--- config.mk ---
export PLATFORM = sky130hd
export DESIGN_NAME = lcg_top
export DESIGN_NICKNAME = d
export VERILOG_FILES = /design/src/logic/lcg_pkg.sv /design/src/logic/lcg_src_mux.sv /design/src/logic/lcg_gate_or.sv /design/src/logic/lcg_top.sv
export SDC_FILE = /design/constraint.sdc
export NUM_CORES = 1
export LEC_CHECK = 0
export ABC_AREA = 0
export BUFFER_PORTS_ARGS = -buffer_cell sky130_fd_sc_hd__buf_2
export CAP_MARGIN = 20
export CORE_MARGIN = 2
export CORE_UTILIZATION = 40
export DETAILED_ROUTE_END_ITERATION = 6
export SYNTH_ARGS = -nofsm -noshare
export SYNTH_HDL_FRONTEND = slang
export SYNTH_SLANG_ARGS = --single-unit
--- constraint.sdc ---
create_clock -name clock -period 3.9 [get_ports clock]
set_clock_uncertainty 0.2 [all_clocks]
set_input_delay 0.78 -clock clock [delete_from_list [all_inputs] [get_ports clock]]
set_output_delay 0.78 -clock clock [all_outputs]
set_load 0.01 [all_outputs]
--- src/logic/lcg_pkg.sv ---
// constants and types for the logic cell gate-select stage
// assumes a classic wishbone master with 32-bit data on the system clock
//
// What this block does
// - gate one select bits include data inputs, bit 7 in4 true down to bit 0 in1 negated
// - gate two select register uses the same ordering; set bit includes, cleared excludes
// - gate three includes a data input form only while its select bit is set
// - gate four includes a data input form only while its select bit is set
// - gate select bits unknown at power-on, kept through other resets, read and write
// - unimplemented polarity and input-select bits ignore writes and read zero
// - each data input picks one of eight sources by a three-bit binary index
package lcg_pkg;

  // ****************************************************************
  // register map (byte addresses)
  // ****************************************************************
  localparam logic [7:0] LCG_ADDR_CONTROL  = 8'h00;
  localparam logic [7:0] LCG_ADDR_POLARITY = 8'h04;
  localparam logic [7:0] LCG_ADDR_SRC_ONE  = 8'h08;
  localparam logic [7:0] LCG_ADDR_SRC_TWO  = 8'h0c;
  localparam logic [7:0] LCG_ADDR_GATE_ONE = 8'h10;
  localparam logic [7:0] LCG_ADDR_GATE_TWO = 8'h14;
  localparam logic [7:0] LCG_ADDR_GATE_THR = 8'h18;
  localparam logic [7:0] LCG_ADDR_GATE_FOU = 8'h1c;
  localparam logic [7:0] LCG_ADDR_STATUS   = 8'h20;

  // ****************************************************************
  // field layouts and reset values
  // ****************************************************************
  localparam logic [7:0] LCG_POL_MASK      = 8'h8f;
  localparam logic [7:0] LCG_SEL_MASK      = 8'h77;
  localparam logic [7:0] LCG_CTRL_MASK     = 8'hdf;
  localparam logic [7:0] LCG_CTRL_RESET    = 8'h00;
  localparam logic [7:0] LCG_POL_RESET     = 8'h00;
  localparam logic [7:0] LCG_SRC_RESET     = 8'h00;
  localparam int         LCG_SEL_LO_POS    = 0;
  localparam int         LCG_SEL_HI_POS    = 4;
  localparam int         LCG_SEL_W         = 3;
  localparam int         LCG_CTRL_EN_POS   = 7;
  localparam int         LCG_CTRL_FN_W     = 3;
  localparam int         LCG_NUM_GATES     = 4;
  localparam int         LCG_NUM_SOURCES   = 8;

  typedef struct packed {
    logic [3:0] gate;
    logic [3:0] data;
  } lcg_status_type;

  typedef enum logic [1:0] {
    LCG_IDLE = 2'b01,
    LCG_ACK  = 2'b10
  } lcg_bus_state_type;

endpackage : lcg_pkg

--- src/logic/lcg_src_mux.sv ---
// one data input: picks one of eight cell input sources
// assumes sources already synchronised to clock
`timescale 1ns/100ps
`default_nettype none
module lcg_src_mux (
  input  wire logic [7:0] sources,
  input  wire logic [2:0] code,
  output var  logic       data_out
);
  always_comb begin
    data_out = sources[code];
  end
endmodule // lcg_src_mux
`default_nettype wire

--- src/logic/lcg_gate_or.sv ---
// one gate: or of the selected true and negated data input forms
// assumes select byte ordered in4 true at bit 7 to in1 negated at bit 0
`timescale 1ns/100ps
`default_nettype none
module lcg_gate_or (
  input  wire logic [3:0] data_in,
  input  wire logic [7:0] select,
  output var  logic       gate_out
);
  logic [7:0] forms;
  always_comb begin
    forms = {data_in[3], ~data_in[3], data_in[2], ~data_in[2],
             data_in[1], ~data_in[1], data_in[0], ~data_in[0]};
    gate_out = |(forms & select);
  end
endmodule // lcg_gate_or
`default_nettype wire

--- src/logic/lcg_top.sv ---
// gate-select stage of a configurable logic cell with wishbone registers
// assumes cell_input_source pins asynchronous; rst is a non power-on reset
//
// Decided for this implementation: the Wishbone interface to the registers and the placing of the registers.
`timescale 1ns/100ps
`default_nettype none
module lcg_top (
  input  wire logic        clock,
  input  wire logic        rst,
  input  wire logic [7:0]  wb_adr_i,
  input  wire logic [31:0] wb_dat_i,
  output var  logic [31:0] wb_dat_o,
  input  wire logic        wb_we_i,
  input  wire logic [3:0]  wb_sel_i,
  input  wire logic        wb_cyc_i,
  input  wire logic        wb_stb_i,
  output var  logic        wb_ack_o,
  input  wire logic [7:0]  cell_input_source,
  output var  logic [3:0]  gate_sig,
  output var  logic [3:0]  data_in,
  output var  logic        cell_enable_bit,
  output var  logic [2:0]  cell_function_select,
  output var  logic [7:0]  logic_cell_polarity
);

  // ****************************************************************
  // input synchroniser
  // ****************************************************************
  logic [7:0] src_meta_r;
  logic [7:0] src_sync_r;

  always_ff @(posedge clock or posedge rst) begin
    if (rst) begin
      src_meta_r <= 8'h00;
      src_sync_r <= 8'h00;
    end else begin
      src_meta_r <= cell_input_source;
      src_sync_r <= src_meta_r;
    end
  end

  // ****************************************************************
  // registers
  // ****************************************************************
  logic [7:0]        control_r;
  logic [7:0]        polarity_r;
  logic [7:0]        src_one_r;
  logic [7:0]        src_two_r;
  logic [3:0][7:0]   gate_sel_r;
  lcg_pkg::lcg_bus_state_type bus_state_r;
  lcg_pkg::lcg_bus_state_type bus_state_nxt;
  logic              req;
  logic              wr_take;
  logic [7:0]        wr_byte;
  logic [31:0]       rd_nxt;

  assign req     = wb_cyc_i && wb_stb_i;
  assign wr_take = req && wb_we_i && (bus_state_r == lcg_pkg::LCG_IDLE) && wb_sel_i[0];
  assign wr_byte = wb_dat_i[7:0];

  always_ff @(posedge clock or posedge rst) begin
    if (rst) begin
      control_r  <= lcg_pkg::LCG_CTRL_RESET;
      polarity_r <= lcg_pkg::LCG_POL_RESET;
      src_one_r  <= lcg_pkg::LCG_SRC_RESET;
      src_two_r  <= lcg_pkg::LCG_SRC_RESET;
    end else if (wr_take) begin
      if (wb_adr_i == lcg_pkg::LCG_ADDR_CONTROL) begin
        control_r <= wr_byte & lcg_pkg::LCG_CTRL_MASK;
      end else if (wb_adr_i == lcg_pkg::LCG_ADDR_POLARITY) begin
        polarity_r <= wr_byte & lcg_pkg::LCG_POL_MASK;
      end else if (wb_adr_i == lcg_pkg::LCG_ADDR_SRC_ONE) begin
        src_one_r <= wr_byte & lcg_pkg::LCG_SEL_MASK;
      end else if (wb_adr_i == lcg_pkg::LCG_ADDR_SRC_TWO) begin
        src_two_r <= wr_byte & lcg_pkg::LCG_SEL_MASK;
      end
    end
  end

  // gate selects keep their value through rst; power-on value is unknown
  always_ff @(posedge clock) begin
    if (wr_take) begin
      if (wb_adr_i == lcg_pkg::LCG_ADDR_GATE_ONE) begin
        gate_sel_r[0] <= wr_byte;
      end else if (wb_adr_i == lcg_pkg::LCG_ADDR_GATE_TWO) begin
        gate_sel_r[1] <= wr_byte;
      end else if (wb_adr_i == lcg_pkg::LCG_ADDR_GATE_THR) begin
        gate_sel_r[2] <= wr_byte;
      end else if (wb_adr_i == lcg_pkg::LCG_ADDR_GATE_FOU) begin
        gate_sel_r[3] <= wr_byte;
      end
    end
  end

  // ****************************************************************
  // gate select written flags, read by the checks only
  // ****************************************************************
  logic [3:0] sel_known_r;

  always_ff @(posedge clock or posedge rst) begin
    if (rst) begin
      sel_known_r <= 4'h0;
    end else if (wr_take) begin
      if (wb_adr_i == lcg_pkg::LCG_ADDR_GATE_ONE) begin
        sel_known_r[0] <= 1'b1;
      end else if (wb_adr_i == lcg_pkg::LCG_ADDR_GATE_TWO) begin
        sel_known_r[1] <= 1'b1;
      end else if (wb_adr_i == lcg_pkg::LCG_ADDR_GATE_THR) begin
        sel_known_r[2] <= 1'b1;
      end else if (wb_adr_i == lcg_pkg::LCG_ADDR_GATE_FOU) begin
        sel_known_r[3] <= 1'b1;
      end
    end
  end

  // ****************************************************************
  // data path
  // ****************************************************************
  logic [3:0] data_c;
  logic [3:0] gate_c;
  logic [3:0][2:0] codes;

  assign codes[0] = src_one_r[lcg_pkg::LCG_SEL_LO_POS +: lcg_pkg::LCG_SEL_W];
  assign codes[1] = src_one_r[lcg_pkg::LCG_SEL_HI_POS +: lcg_pkg::LCG_SEL_W];
  assign codes[2] = src_two_r[lcg_pkg::LCG_SEL_LO_POS +: lcg_pkg::LCG_SEL_W];
  assign codes[3] = src_two_r[lcg_pkg::LCG_SEL_HI_POS +: lcg_pkg::LCG_SEL_W];

  genvar gi;
  generate
    for (gi = 0; gi < lcg_pkg::LCG_NUM_GATES; gi++) begin : g_lane
      lcg_src_mux u_mux (
        .sources  (src_sync_r),
        .code     (codes[gi]),
        .data_out (data_c[gi])
      );
      lcg_gate_or u_gate (
        .data_in  (data_c),
        .select   (gate_sel_r[gi]),
        .gate_out (gate_c[gi])
      );
    end
  endgenerate

  always_ff @(posedge clock or posedge rst) begin
    if (rst) begin
      data_in  <= 4'h0;
      gate_sig <= 4'h0;
    end else begin
      data_in  <= data_c;
      gate_sig <= gate_c;
    end
  end

  always_ff @(posedge clock or posedge rst) begin
    if (rst) begin
      cell_enable_bit      <= 1'b0;
      cell_function_select <= 3'h0;
      logic_cell_polarity  <= 8'h00;
    end else begin
      cell_enable_bit      <= control_r[lcg_pkg::LCG_CTRL_EN_POS];
      cell_function_select <= control_r[lcg_pkg::LCG_CTRL_FN_W-1:0];
      logic_cell_polarity  <= polarity_r;
    end
  end

  // ****************************************************************
  // wishbone slave: ack one cycle after request, then drop
  // ****************************************************************
  lcg_pkg::lcg_status_type status;
  assign status.gate = gate_sig;
  assign status.data = data_in;

  always_comb begin
    rd_nxt = 32'h0000_0000;
    if (wb_adr_i == lcg_pkg::LCG_ADDR_CONTROL) begin
      rd_nxt[7:0] = control_r;
    end else if (wb_adr_i == lcg_pkg::LCG_ADDR_POLARITY) begin
      rd_nxt[7:0] = polarity_r;
    end else if (wb_adr_i == lcg_pkg::LCG_ADDR_SRC_ONE) begin
      rd_nxt[7:0] = src_one_r;
    end else if (wb_adr_i == lcg_pkg::LCG_ADDR_SRC_TWO) begin
      rd_nxt[7:0] = src_two_r;
    end else if (wb_adr_i == lcg_pkg::LCG_ADDR_GATE_ONE) begin
      rd_nxt[7:0] = gate_sel_r[0];
    end else if (wb_adr_i == lcg_pkg::LCG_ADDR_GATE_TWO) begin
      rd_nxt[7:0] = gate_sel_r[1];
    end else if (wb_adr_i == lcg_pkg::LCG_ADDR_GATE_THR) begin
      rd_nxt[7:0] = gate_sel_r[2];
    end else if (wb_adr_i == lcg_pkg::LCG_ADDR_GATE_FOU) begin
      rd_nxt[7:0] = gate_sel_r[3];
    end else if (wb_adr_i == lcg_pkg::LCG_ADDR_STATUS) begin
      rd_nxt[7:0] = status;
    end
  end

  always_comb begin
    bus_state_nxt = bus_state_r;
    case (bus_state_r)
      lcg_pkg::LCG_IDLE: if (req) bus_state_nxt = lcg_pkg::LCG_ACK;
      lcg_pkg::LCG_ACK:  bus_state_nxt = lcg_pkg::LCG_IDLE;
      default:           bus_state_nxt = lcg_pkg::LCG_IDLE;
    endcase
  end

  always_ff @(posedge clock or posedge rst) begin
    if (rst) begin
      bus_state_r <= lcg_pkg::LCG_IDLE;
      wb_ack_o    <= 1'b0;
      wb_dat_o    <= 32'h0000_0000;
    end else begin
      bus_state_r <= bus_state_nxt;
      wb_ack_o    <= (bus_state_r == lcg_pkg::LCG_IDLE) && req;
      if ((bus_state_r == lcg_pkg::LCG_IDLE) && req) begin
        wb_dat_o <= rd_nxt;
      end
    end
  end

  // ****************************************************************
  // checks
  // ****************************************************************
  a_gate_one_or : assert property (@(posedge clock) disable iff (rst)
    $past(sel_known_r[0]) |-> gate_sig[0] == $past(|({data_c[3], ~data_c[3], data_c[2],
      ~data_c[2], data_c[1], ~data_c[1], data_c[0], ~data_c[0]} & gate_sel_r[0])))
    else $error("gate one mismatch");
  a_gate_two_none : assert property (@(posedge clock) disable iff (rst)
    (gate_sel_r[1] == 8'h00) |=> (gate_sig[1] == 1'b0))
    else $error("gate two not zero");
  a_gate_three_all : assert property (@(posedge clock) disable iff (rst)
    (gate_sel_r[2][1:0] == 2'b11) |=> gate_sig[2])
    else $error("gate three not one");
  a_gate_four_tru : assert property (@(posedge clock) disable iff (rst)
    (gate_sel_r[3] == 8'h80) |=> (gate_sig[3] == $past(data_c[3])))
    else $error("gate four wrong");
  a_sel_kept_rst : assert property (@(posedge clock)
    ($rose(rst) && ($past(sel_known_r) == 4'hf)) |=> $stable(gate_sel_r))
    else $error("gate select lost on reset");
  a_pol_zero_bits : assert property (@(posedge clock) disable iff (rst)
    (polarity_r[6:4] == 3'h0) && (src_one_r[7] == 1'b0) && (src_two_r[3] == 1'b0))
    else $error("unimplemented bit set");
  a_mux_index : assert property (@(posedge clock) disable iff (rst)
    ##1 data_in[0] == $past(src_sync_r[src_one_r[2:0]]))
    else $error("data mux wrong");
  a_ack_pulse : assert property (@(posedge clock) disable iff (rst)
    wb_ack_o |=> !wb_ack_o)
    else $error("ack longer than one cycle");
  a_ack_after_req : assert property (@(posedge clock) disable iff (rst)
    (req && (bus_state_r == lcg_pkg::LCG_IDLE)) |=> wb_ack_o)
    else $error("request not acknowledged");
  a_dat_upper_zero : assert property (@(posedge clock) disable iff (rst)
    wb_ack_o |-> (wb_dat_o[31:8] == 24'h000000))
    else $error("read data upper bits set");

  a_gate_two_or : assert property (@(posedge clock) disable iff (rst)
    $past(sel_known_r[1]) |-> gate_sig[1] == $past(|({data_c[3], ~data_c[3], data_c[2],
      ~data_c[2], data_c[1], ~data_c[1], data_c[0], ~data_c[0]} & gate_sel_r[1])))
    else $error("gate two mismatch");
  a_gate_thr_or : assert property (@(posedge clock) disable iff (rst)
    $past(sel_known_r[2]) |-> gate_sig[2] == $past(|({data_c[3], ~data_c[3], data_c[2],
      ~data_c[2], data_c[1], ~data_c[1], data_c[0], ~data_c[0]} & gate_sel_r[2])))
    else $error("gate three mismatch");
  a_gate_fou_or : assert property (@(posedge clock) disable iff (rst)
    $past(sel_known_r[3]) |-> gate_sig[3] == $past(|({data_c[3], ~data_c[3], data_c[2],
      ~data_c[2], data_c[1], ~data_c[1], data_c[0], ~data_c[0]} & gate_sel_r[3])))
    else $error("gate four mismatch");
  a_mux_two_index : assert property (@(posedge clock) disable iff (rst)
    ##1 data_in[1] == $past(src_sync_r[src_one_r[6:4]]))
    else $error("data two mux wrong");
  a_mux_thr_index : assert property (@(posedge clock) disable iff (rst)
    ##1 data_in[2] == $past(src_sync_r[src_two_r[2:0]]))
    else $error("data three mux wrong");
  a_mux_fou_index : assert property (@(posedge clock) disable iff (rst)
    ##1 data_in[3] == $past(src_sync_r[src_two_r[6:4]]))
    else $error("data four mux wrong");

  // ****************************************************************
  // checks: register writes and copies
  // ****************************************************************
  a_sel_one_write : assert property (@(posedge clock) disable iff (rst)
    (wr_take && (wb_adr_i == lcg_pkg::LCG_ADDR_GATE_ONE)) |=> (gate_sel_r[0] == $past(wr_byte)))
    else $error("gate one select not written");
  a_sel_two_write : assert property (@(posedge clock) disable iff (rst)
    (wr_take && (wb_adr_i == lcg_pkg::LCG_ADDR_GATE_TWO)) |=> (gate_sel_r[1] == $past(wr_byte)))
    else $error("gate two select not written");
  a_sel_thr_write : assert property (@(posedge clock) disable iff (rst)
    (wr_take && (wb_adr_i == lcg_pkg::LCG_ADDR_GATE_THR)) |=> (gate_sel_r[2] == $past(wr_byte)))
    else $error("gate three select not written");
  a_sel_fou_write : assert property (@(posedge clock) disable iff (rst)
    (wr_take && (wb_adr_i == lcg_pkg::LCG_ADDR_GATE_FOU)) |=> (gate_sel_r[3] == $past(wr_byte)))
    else $error("gate four select not written");
  a_pol_write_mask : assert property (@(posedge clock) disable iff (rst)
    (wr_take && (wb_adr_i == lcg_pkg::LCG_ADDR_POLARITY)) |=>
      (polarity_r == ($past(wr_byte) & lcg_pkg::LCG_POL_MASK)))
    else $error("polarity write not masked");
  a_src_one_mask : assert property (@(posedge clock) disable iff (rst)
    (wr_take && (wb_adr_i == lcg_pkg::LCG_ADDR_SRC_ONE)) |=>
      (src_one_r == ($past(wr_byte) & lcg_pkg::LCG_SEL_MASK)))
    else $error("source one write not masked");
  a_src_two_mask : assert property (@(posedge clock) disable iff (rst)
    (wr_take && (wb_adr_i == lcg_pkg::LCG_ADDR_SRC_TWO)) |=>
      (src_two_r == ($past(wr_byte) & lcg_pkg::LCG_SEL_MASK)))
    else $error("source two write not masked");
  a_ctrl_write_mask : assert property (@(posedge clock) disable iff (rst)
    (wr_take && (wb_adr_i == lcg_pkg::LCG_ADDR_CONTROL)) |=>
      (control_r == ($past(wr_byte) & lcg_pkg::LCG_CTRL_MASK)))
    else $error("control write not masked");
  a_pol_copy_out : assert property (@(posedge clock) disable iff (rst)
    ##1 logic_cell_polarity == $past(polarity_r))
    else $error("polarity output wrong");
  a_ctrl_copy_out : assert property (@(posedge clock) disable iff (rst)
    ##1 {cell_enable_bit, cell_function_select} ==
      $past({control_r[lcg_pkg::LCG_CTRL_EN_POS], control_r[lcg_pkg::LCG_CTRL_FN_W-1:0]}))
    else $error("control outputs wrong");

endmodule // lcg_top
`default_nettype wire

==> summary.txt, run 1 <==
Min path
  • Hold crit path type: reg2reg

Critical path
  • Critical path fanouts, max: 11
  • Crit path DAT: 2.65 ns
  • Worst Setup Start Kind: flop
  • CP Capture Type: flop
  • Worst reg2reg setup slack: 1.29 ns
  • Worst R2R Start: bus_state_r[0]
  • Worst Setup Path Type: reg2reg
  • R2R Path End: src_one_r[4]
  • Setup crit end: src_one_r[4]
  • Critical path data required time: 3.94 ns
  • Start point of the critical path: bus_state_r[0]
  • Worst-case reg-to-reg path depth: 6

Synthesis
  • Yosys cell types: 52
  • Yosys reg bits: 100
  • Most frequent cells after synthesis: 67 x dfrtp_1, 32 x edfxtp_1, 27 x buf_4, 27 x mux2_2
  • Most common cell in the netlist: dfrtp_1
  • Synth area leader: dfrtp_1
  • Mapped cell area: 4510 sq um
  • Top cell type's share of synthesized area: 0.372
  • Largest cells by area after synthesis: dfrtp_1 37%, edfxtp_1 21%, mux2_2 6.7%
  • Post-Syn Instances: 341
  • Mean Syn Cell Area: 13.2 sq um
  • Sequential fraction of the synthesis area: 0.591
  • Post-synth ARST share: 0.680
  • Top FF cell, synth: dfrtp_1
  • Post-synth EDFFs: 32
  • Yosys warns: 0

Floorplanning
  • Chip height: 110 um
  • Ports: 110
  • DIE WIDTH: 110 um
  • Core area: 10900 sq um
  • Initial cell density of the core: 0.412
  • Die ar.: 12100 sq um
  • Row count: 38

Pwr
  • Pleak: 2.26 nW
  • Gate power share: 0.080
  • Max VDD drop: 0.263 mV
  • Internal: 1.63 mW
  • Sw frac: 0.258
  • NetSw: 565 uW
  • Clock power share: 0.406
  • Tot Pwr: 2.19 mW
  • PwrDens: 422 nW/um^2
  • Reg power frac: 0.513

STA
  • Final Hold Viols: 0
  • Setup violators final: 0
  • Max Freq: 383 MHz
  • Tcrit/Tclk final: 0.670
  • WHS: 0.151 ns
  • Setup ws final: 1.29 ns
  • Worst slew pin tran: 1.01 ns
  • Minimum clock period: 2.61 ns
  • Slew Limit Fails: 0
  • Unrepaired setup endpoints after global routing: false
  • TNS Setup: 0 ns
  • Max transition margin: 0.309

Clocking
  • Clock sinks: 100
  • TritonCTS clock tree: yes
  • Num CTS Buffers: 9
  • Post-CTS setup buffer count: 0
  • Bufs on Longest Clock Path: 2
  • Clock-pin transition on the worst setup and hold timing paths: 0.07 ns
  • Post-CTS Hold Fix Bufs: 0
  • H-tree Lvls: 3
  • Root Driver: clkbuf_16
  • # resized after CTS: 0
  • Worst-Skew Late Latency: 0.35 ns

Global route
  • Largest net degree at the start of global routing: 69
  • Total gr overflow: 0
  • Total GRT Usage: 0.187
  • Vias in the first global route: 2960
  • Antenna violations before repair: 0
  • First-pass GRT wire length: 16.5 mm

Drt
  • Vias per cell: 5.48
  • Final wirelength: 10.7 mm
  • TritonRoute pass-1 iters: 5
  • DR iter-0 viols: 235
  • Detail Route Antenna Nets: 0
  • Via count: 3023
  • Drt wl/cell: 19.3 um
  • DRC Markers: 0

Final layout
  • Diode count: 0
  • Share of cells above drive strength 1: 0.318
  • Area of the multi-input gates: 1650 sq um
  • # nets final: 464
  • Synthesis-to-layout area growth: 15.2%
  • Fillers: 993
  • Final Non-Filler Cells: 552
  • Area occupied by registers: 2660 sq um

Placed design
  • Dpl hpwl: 7.52 mm
  • GPL Wtd Cong: 0.900
  • PortBufs: 55
  • Place WS: 0.952 ns
  • Placed insts: 536

Status
  • Status: finished clean

Flow run
  • Max_cap viols: 0
[cells in the final DEF, fill, tap and decap left out, types with 3 or more instances in the layout]
master | synthesis | routed
a21oi_1 | 6 | 6
a31oi_1 | 9 | 9
buf_2 | 4 | 55
buf_4 | 27 | 11
clkbuf_16 | 0 | 9
conb_1 | 1 | 27
dfrtp_1 | 67 | 67
edfxtp_1 | 32 | 32
inv_1 | 11 | 10
inv_6 | 0 | 3
mux2_2 | 27 | 27
mux2i_1 | 23 | 23
mux4_2 | 8 | 8
nand2_1 | 20 | 20
nand3_1 | 8 | 8
nand4_1 | 4 | 4
nor2_1 | 9 | 9
nor3_1 | 4 | 4
o21ai_0 | 23 | 23
o221ai_1 | 4 | 4
o22ai_1 | 3 | 3
or2_2 | 3 | 3
or3_1 | 4 | 4
[worst max-delay path: stages, from the launching register on]
cell	delay (ns)
dfstp_2	0.52
nand4b_1	0.09
buf_4	0.19
inv_1	0.08
nand3_1	0.29
nor4_4	0.72
mux2_2	0.40
[routing by layer]
layer | up-vias | wire (um) | GRT usage
met3 | 18 | 738 | 0.0412
met5 | - | 0 | 0
li1 | 1361 | - | -
met4 | 0 | 189 | 0.0598
met2 | 133 | 4950 | 0.288
met1 | 1511 | 4780 | 0.266
[metrics by stage]
stage                      util  area [sq um]
after floorplan               -          4610
after global placement    0.447          4890
after detailed placement  0.447          4890
after CTS                 0.475          5190
after global routing      0.475          5190
final                     0.475          5190
[cell families (layout without fill, tap and decap cells)]
logic type	after synthesis	in the layout	synth area share
and+or+nand+nor	72	72	0.0974
other	1	27	0.000832
DFF	100	100	0.591
buffers and inverters	49	94	0.0644
muxes	58	58	0.158
AOI/OAI and AO/OA	61	61	0.0880
[sequential cells by signal, summed over array words and instances (netlist names)]
name,count
gate_sig,4
src_one_r,6
logic_cell_polarity,5
wb_ack_o,1
data_in,4
cell_enable_bit,1
wb_dat_o,8
gate_sel_r,32
src_sync_r,8
src_meta_r,8
control_r,7
bus_state_r,2
src_two_r,6
polarity_r,5
cell_function_select,3
[power by group through the flow]
stage                     combinational [mW]  sequential, mW  clock, mW
after floorplan                        0.114            1.15          0
after global placement                 0.174            1.15          0
after detailed placement               0.177            1.15          0
after CTS                              0.178            1.13      0.908
after global routing                   0.198            1.13      0.947
final                                  0.176            1.13      0.891
[worst min path at each step]
stage	start	end	slack, ns	cells past startpoint
after floorplan	src_meta_r[0]	src_sync_r[0]	0.13	0
after global placement	src_meta_r[7]	src_sync_r[7]	0.13	0
after detailed placement	src_meta_r[2]	src_sync_r[2]	0.14	0
after CTS	src_meta_r[2]	src_sync_r[2]	0.15	0
after global routing	src_meta_r[1]	src_sync_r[1]	0.16	0
final	src_meta_r[2]	src_sync_r[2]	0.15	0
[layout make-up]
| class | count | share of cell area |
|---|---|---|
| tap | 140 | 0.0337 |
| clock buffer | 9 | 0.0434 |
| timing repair buffer | 66 | 0.0689 |
| sequential | 100 | 0.513 |
| multi-input combinational | 218 | 0.318 |
| clock inverter | 7 | 0.0142 |
| inverter | 12 | 0.00867 |
Note: power is estimated with default switching activity, not from simulation.
==> run 2: changes to the inputs <==
- PLACE_DENSITY: default -> 0.65
- clock period: 3.9 -> 2.1 ns (I/O delays scaled with it)
==> summary.txt, run 2 (synthesized netlist as in run 1, its figures left out) <==
Global route
  • First-pass GRT wire length: 17.0 mm (+2.8%)
  • Antenna violations before repair: 0 (unchanged)
  • Total gr overflow: 0 (unchanged)
  • Total GRT Usage: 0.190 (+0.00260)
  • Largest net degree at the start of global routing: 27 (-61%)
  • Vias in the first global route: 3214 (+8.6%)

Pwr
  • PwrDens: 725 nW/um^2 (+72%)
  • Max VDD drop: 0.386 mV (+46%)
  • Pleak: 2.49 nW (+10%)

Min path
  • Hold crit path type: reg2reg
  • Cell depth of the worst hold path: 0 (unchanged)

Clocking
  • H-tree Lvls: 3 (unchanged)
  • Worst-Skew Late Latency: 0.34 ns (about the same)
  • TritonCTS clock tree: yes
  • Clock-pin transition on the worst setup and hold timing paths: 0.07 ns (about the same)
  • Root Driver: clkbuf_16
  • Clock sinks: 100 (unchanged)
  • Bufs on Longest Clock Path: 2 (unchanged)
  • Num CTS Buffers: 9 (unchanged)

Drt
  • DR iter-0 viols: 223 (-5.1%)
  • TritonRoute pass-1 iters: 4 (-1)
  • Vias per cell: 5.29 (-3.4%)
  • DRC Markers: 0 (unchanged)
  • Via count: 3159 (+4.5%)
  • Drt wl/cell: 18.0 um (-6.8%)
  • Detail Route Antenna Nets: 0 (unchanged)
  • Final wirelength: 10.8 mm (+0.79%)

Floorplanning
  • Chip height: 110 um (unchanged)
  • Ports: 110 (unchanged)
  • Row count: 38 (unchanged)
  • Die ar.: 12100 sq um (unchanged)
  • Initial cell density of the core: 0.412 (unchanged)
  • DIE WIDTH: 110 um (unchanged)
  • Core area: 10900 sq um (unchanged)

Final layout
  • Max FFs per register: 32 (unchanged)
  • Synthesis-to-layout area growth: 25.2%
  • Diode count: 0 (unchanged)
  • Commonest non-fill, non-tap cell in the layout: dfrtp_1
  • # nets final: 509 (+9.7%)
  • Fin area: 5650 sq um (+8.7%)
  • Most frequent cells in the layout: 65 x dfrtp_1, 55 x buf_2, 44 x buf_4
  • Final Non-Filler Cells: 597 (+8.2%)
  • Reg with most FFs: gate_sel_r
  • Share of cells above drive strength 1: 0.385 (+0.0672)

Placed design
  • GPL Wtd Cong: 0.879 (-2.4%)
  • Place WS: -0.210 ns (-1.16 ns)
  • PortBufs: 55 (unchanged)
  • DP Area: 5250 sq um (+7.3%)
  • Dpl hpwl: 8.09 mm (+7.6%)
  • Placed insts: 572 (+6.7%)

STA
  • Unrepaired setup endpoints after global routing: false
  • Max Freq: 485 MHz (+27%)
  • Final Hold Viols: 0 (unchanged)
  • Setup violators final: 0 (unchanged)
  • Minimum clock period: 2.06 ns (-0.553 ns)
  • Setup ws final: 0.0393 ns (-1.25 ns)
  • Worst slew pin tran: 0.546 ns (-0.462 ns)
  • Slew Limit Fails: 0 (unchanged)
  • WHS: 0.147 ns (-0.00377 ns)
  • Max transition margin: 0.635 (+0.326)
  • Tcrit/Tclk final: 0.981 (+0.311)

Critical path
  • R2R Path End: gate_sel_r[24]
  • Worst Setup Path Type: reg2reg
  • Worst Setup Start Kind: flop
  • CP most frequent cell: buf_4
  • Cell count along the critical path: 6 (unchanged)
  • Crit path DAT: 1.91 ns (-0.74 ns)
  • Cell Chain, Critical Path: nand4b_1 -> inv_1 -> nand3_4 -> buf_4 -> nor3_2 -> buf_4
  • Slowest cell on crit path: dfstp_2
  • CP Capture Type: flop
  • Worst path max stage delay: 0.52 ns (-0.20 ns)
  • Worst-case reg-to-reg path depth: 6 (unchanged)
  • Worst reg2reg setup slack: 0.04 ns (-1.25 ns)
  • Buf/Inv on CP: 3 (+1)
  • Critical path fanouts, max: 4 (-7)
  • Worst R2R Start: bus_state_r[0]
  • Critical path data required time: 1.95 ns (-1.99 ns)
  • Setup crit end: gate_sel_r[24]
  • CP top delay family: simple AND/OR/NAND/NOR gates
  • Start point of the critical path: bus_state_r[0]

Status
  • Status: finished clean

Flow run
  • Max_cap viols: 0 (unchanged)
==> run 2: final cells by class <==
type,count,area (sq um)
clock buffers,11,264
flip-flops and latches,100,2670
inverters,12,48.8
fillers,925,5290
multi-input cells,218,1700
well taps,140,175
clock inverters,5,32.5
repair buffers,111,756
==> run 2: worst min-delay path by stage <==
stage,from,end,slack (ns)
3_5_place_dp,src_meta_r[0],src_sync_r[0],0.13
2_1_floorplan,src_meta_r[0],src_sync_r[0],0.13
4_1_cts,src_meta_r[0],src_sync_r[0],0.15
5_1_grt,src_meta_r[4],src_sync_r[4],0.15
3_3_place_gp,src_meta_r[5],src_sync_r[5],0.13
6_report,src_meta_r[0],src_sync_r[0],0.15
==> run 2: worst register-to-register path, stage by stage, from the launching register on <==
cell      delay [ns]
dfstp_2         0.52
nand4b_1        0.13
inv_1           0.14
nand3_4         0.12
buf_4           0.19
nor3_2          0.29
buf_4           0.20
==> run 2: timing repair <==
action	4_1_cts	5_1_grt
buffers inserted	0	0
hold buffers	9	0
gates resized for setup	0	3
endpoints found under the setup margin	0	8
endpoints found under the hold margin	27	0
==> run 2: where the power goes <==
part	internal, mW	switching (mW)
sequential	2.07	0.0307
clock	0.908	0.705
combinational	0.162	0.224
==> run 2: per-layer routing <==
layer / global-route usage / part of all wire / up-vias
met5: 0 / 0 / -
li1: - / - / 1457
met4: 0.0848 / 0.031 / 0
met2: 0.314 / 0.49 / 127
met1: 0.245 / 0.42 / 1552
met3: 0.0335 / 0.056 / 23
==> run 2: per-stage QoR <==
| stage | TNS (ns) | util | power (mW) |
|---|---|---|---|
| after detailed placement | -5.99 | 0.480 | 2.51 |
| after global placement | -5.83 | 0.480 | 2.50 |
| after global routing | 0 | 0.516 | 4.26 |
| after floorplan | -0.390 | - | 2.36 |
| after CTS | 0 | 0.516 | 4.13 |
| final | 0 | 0.516 | 4.10 |
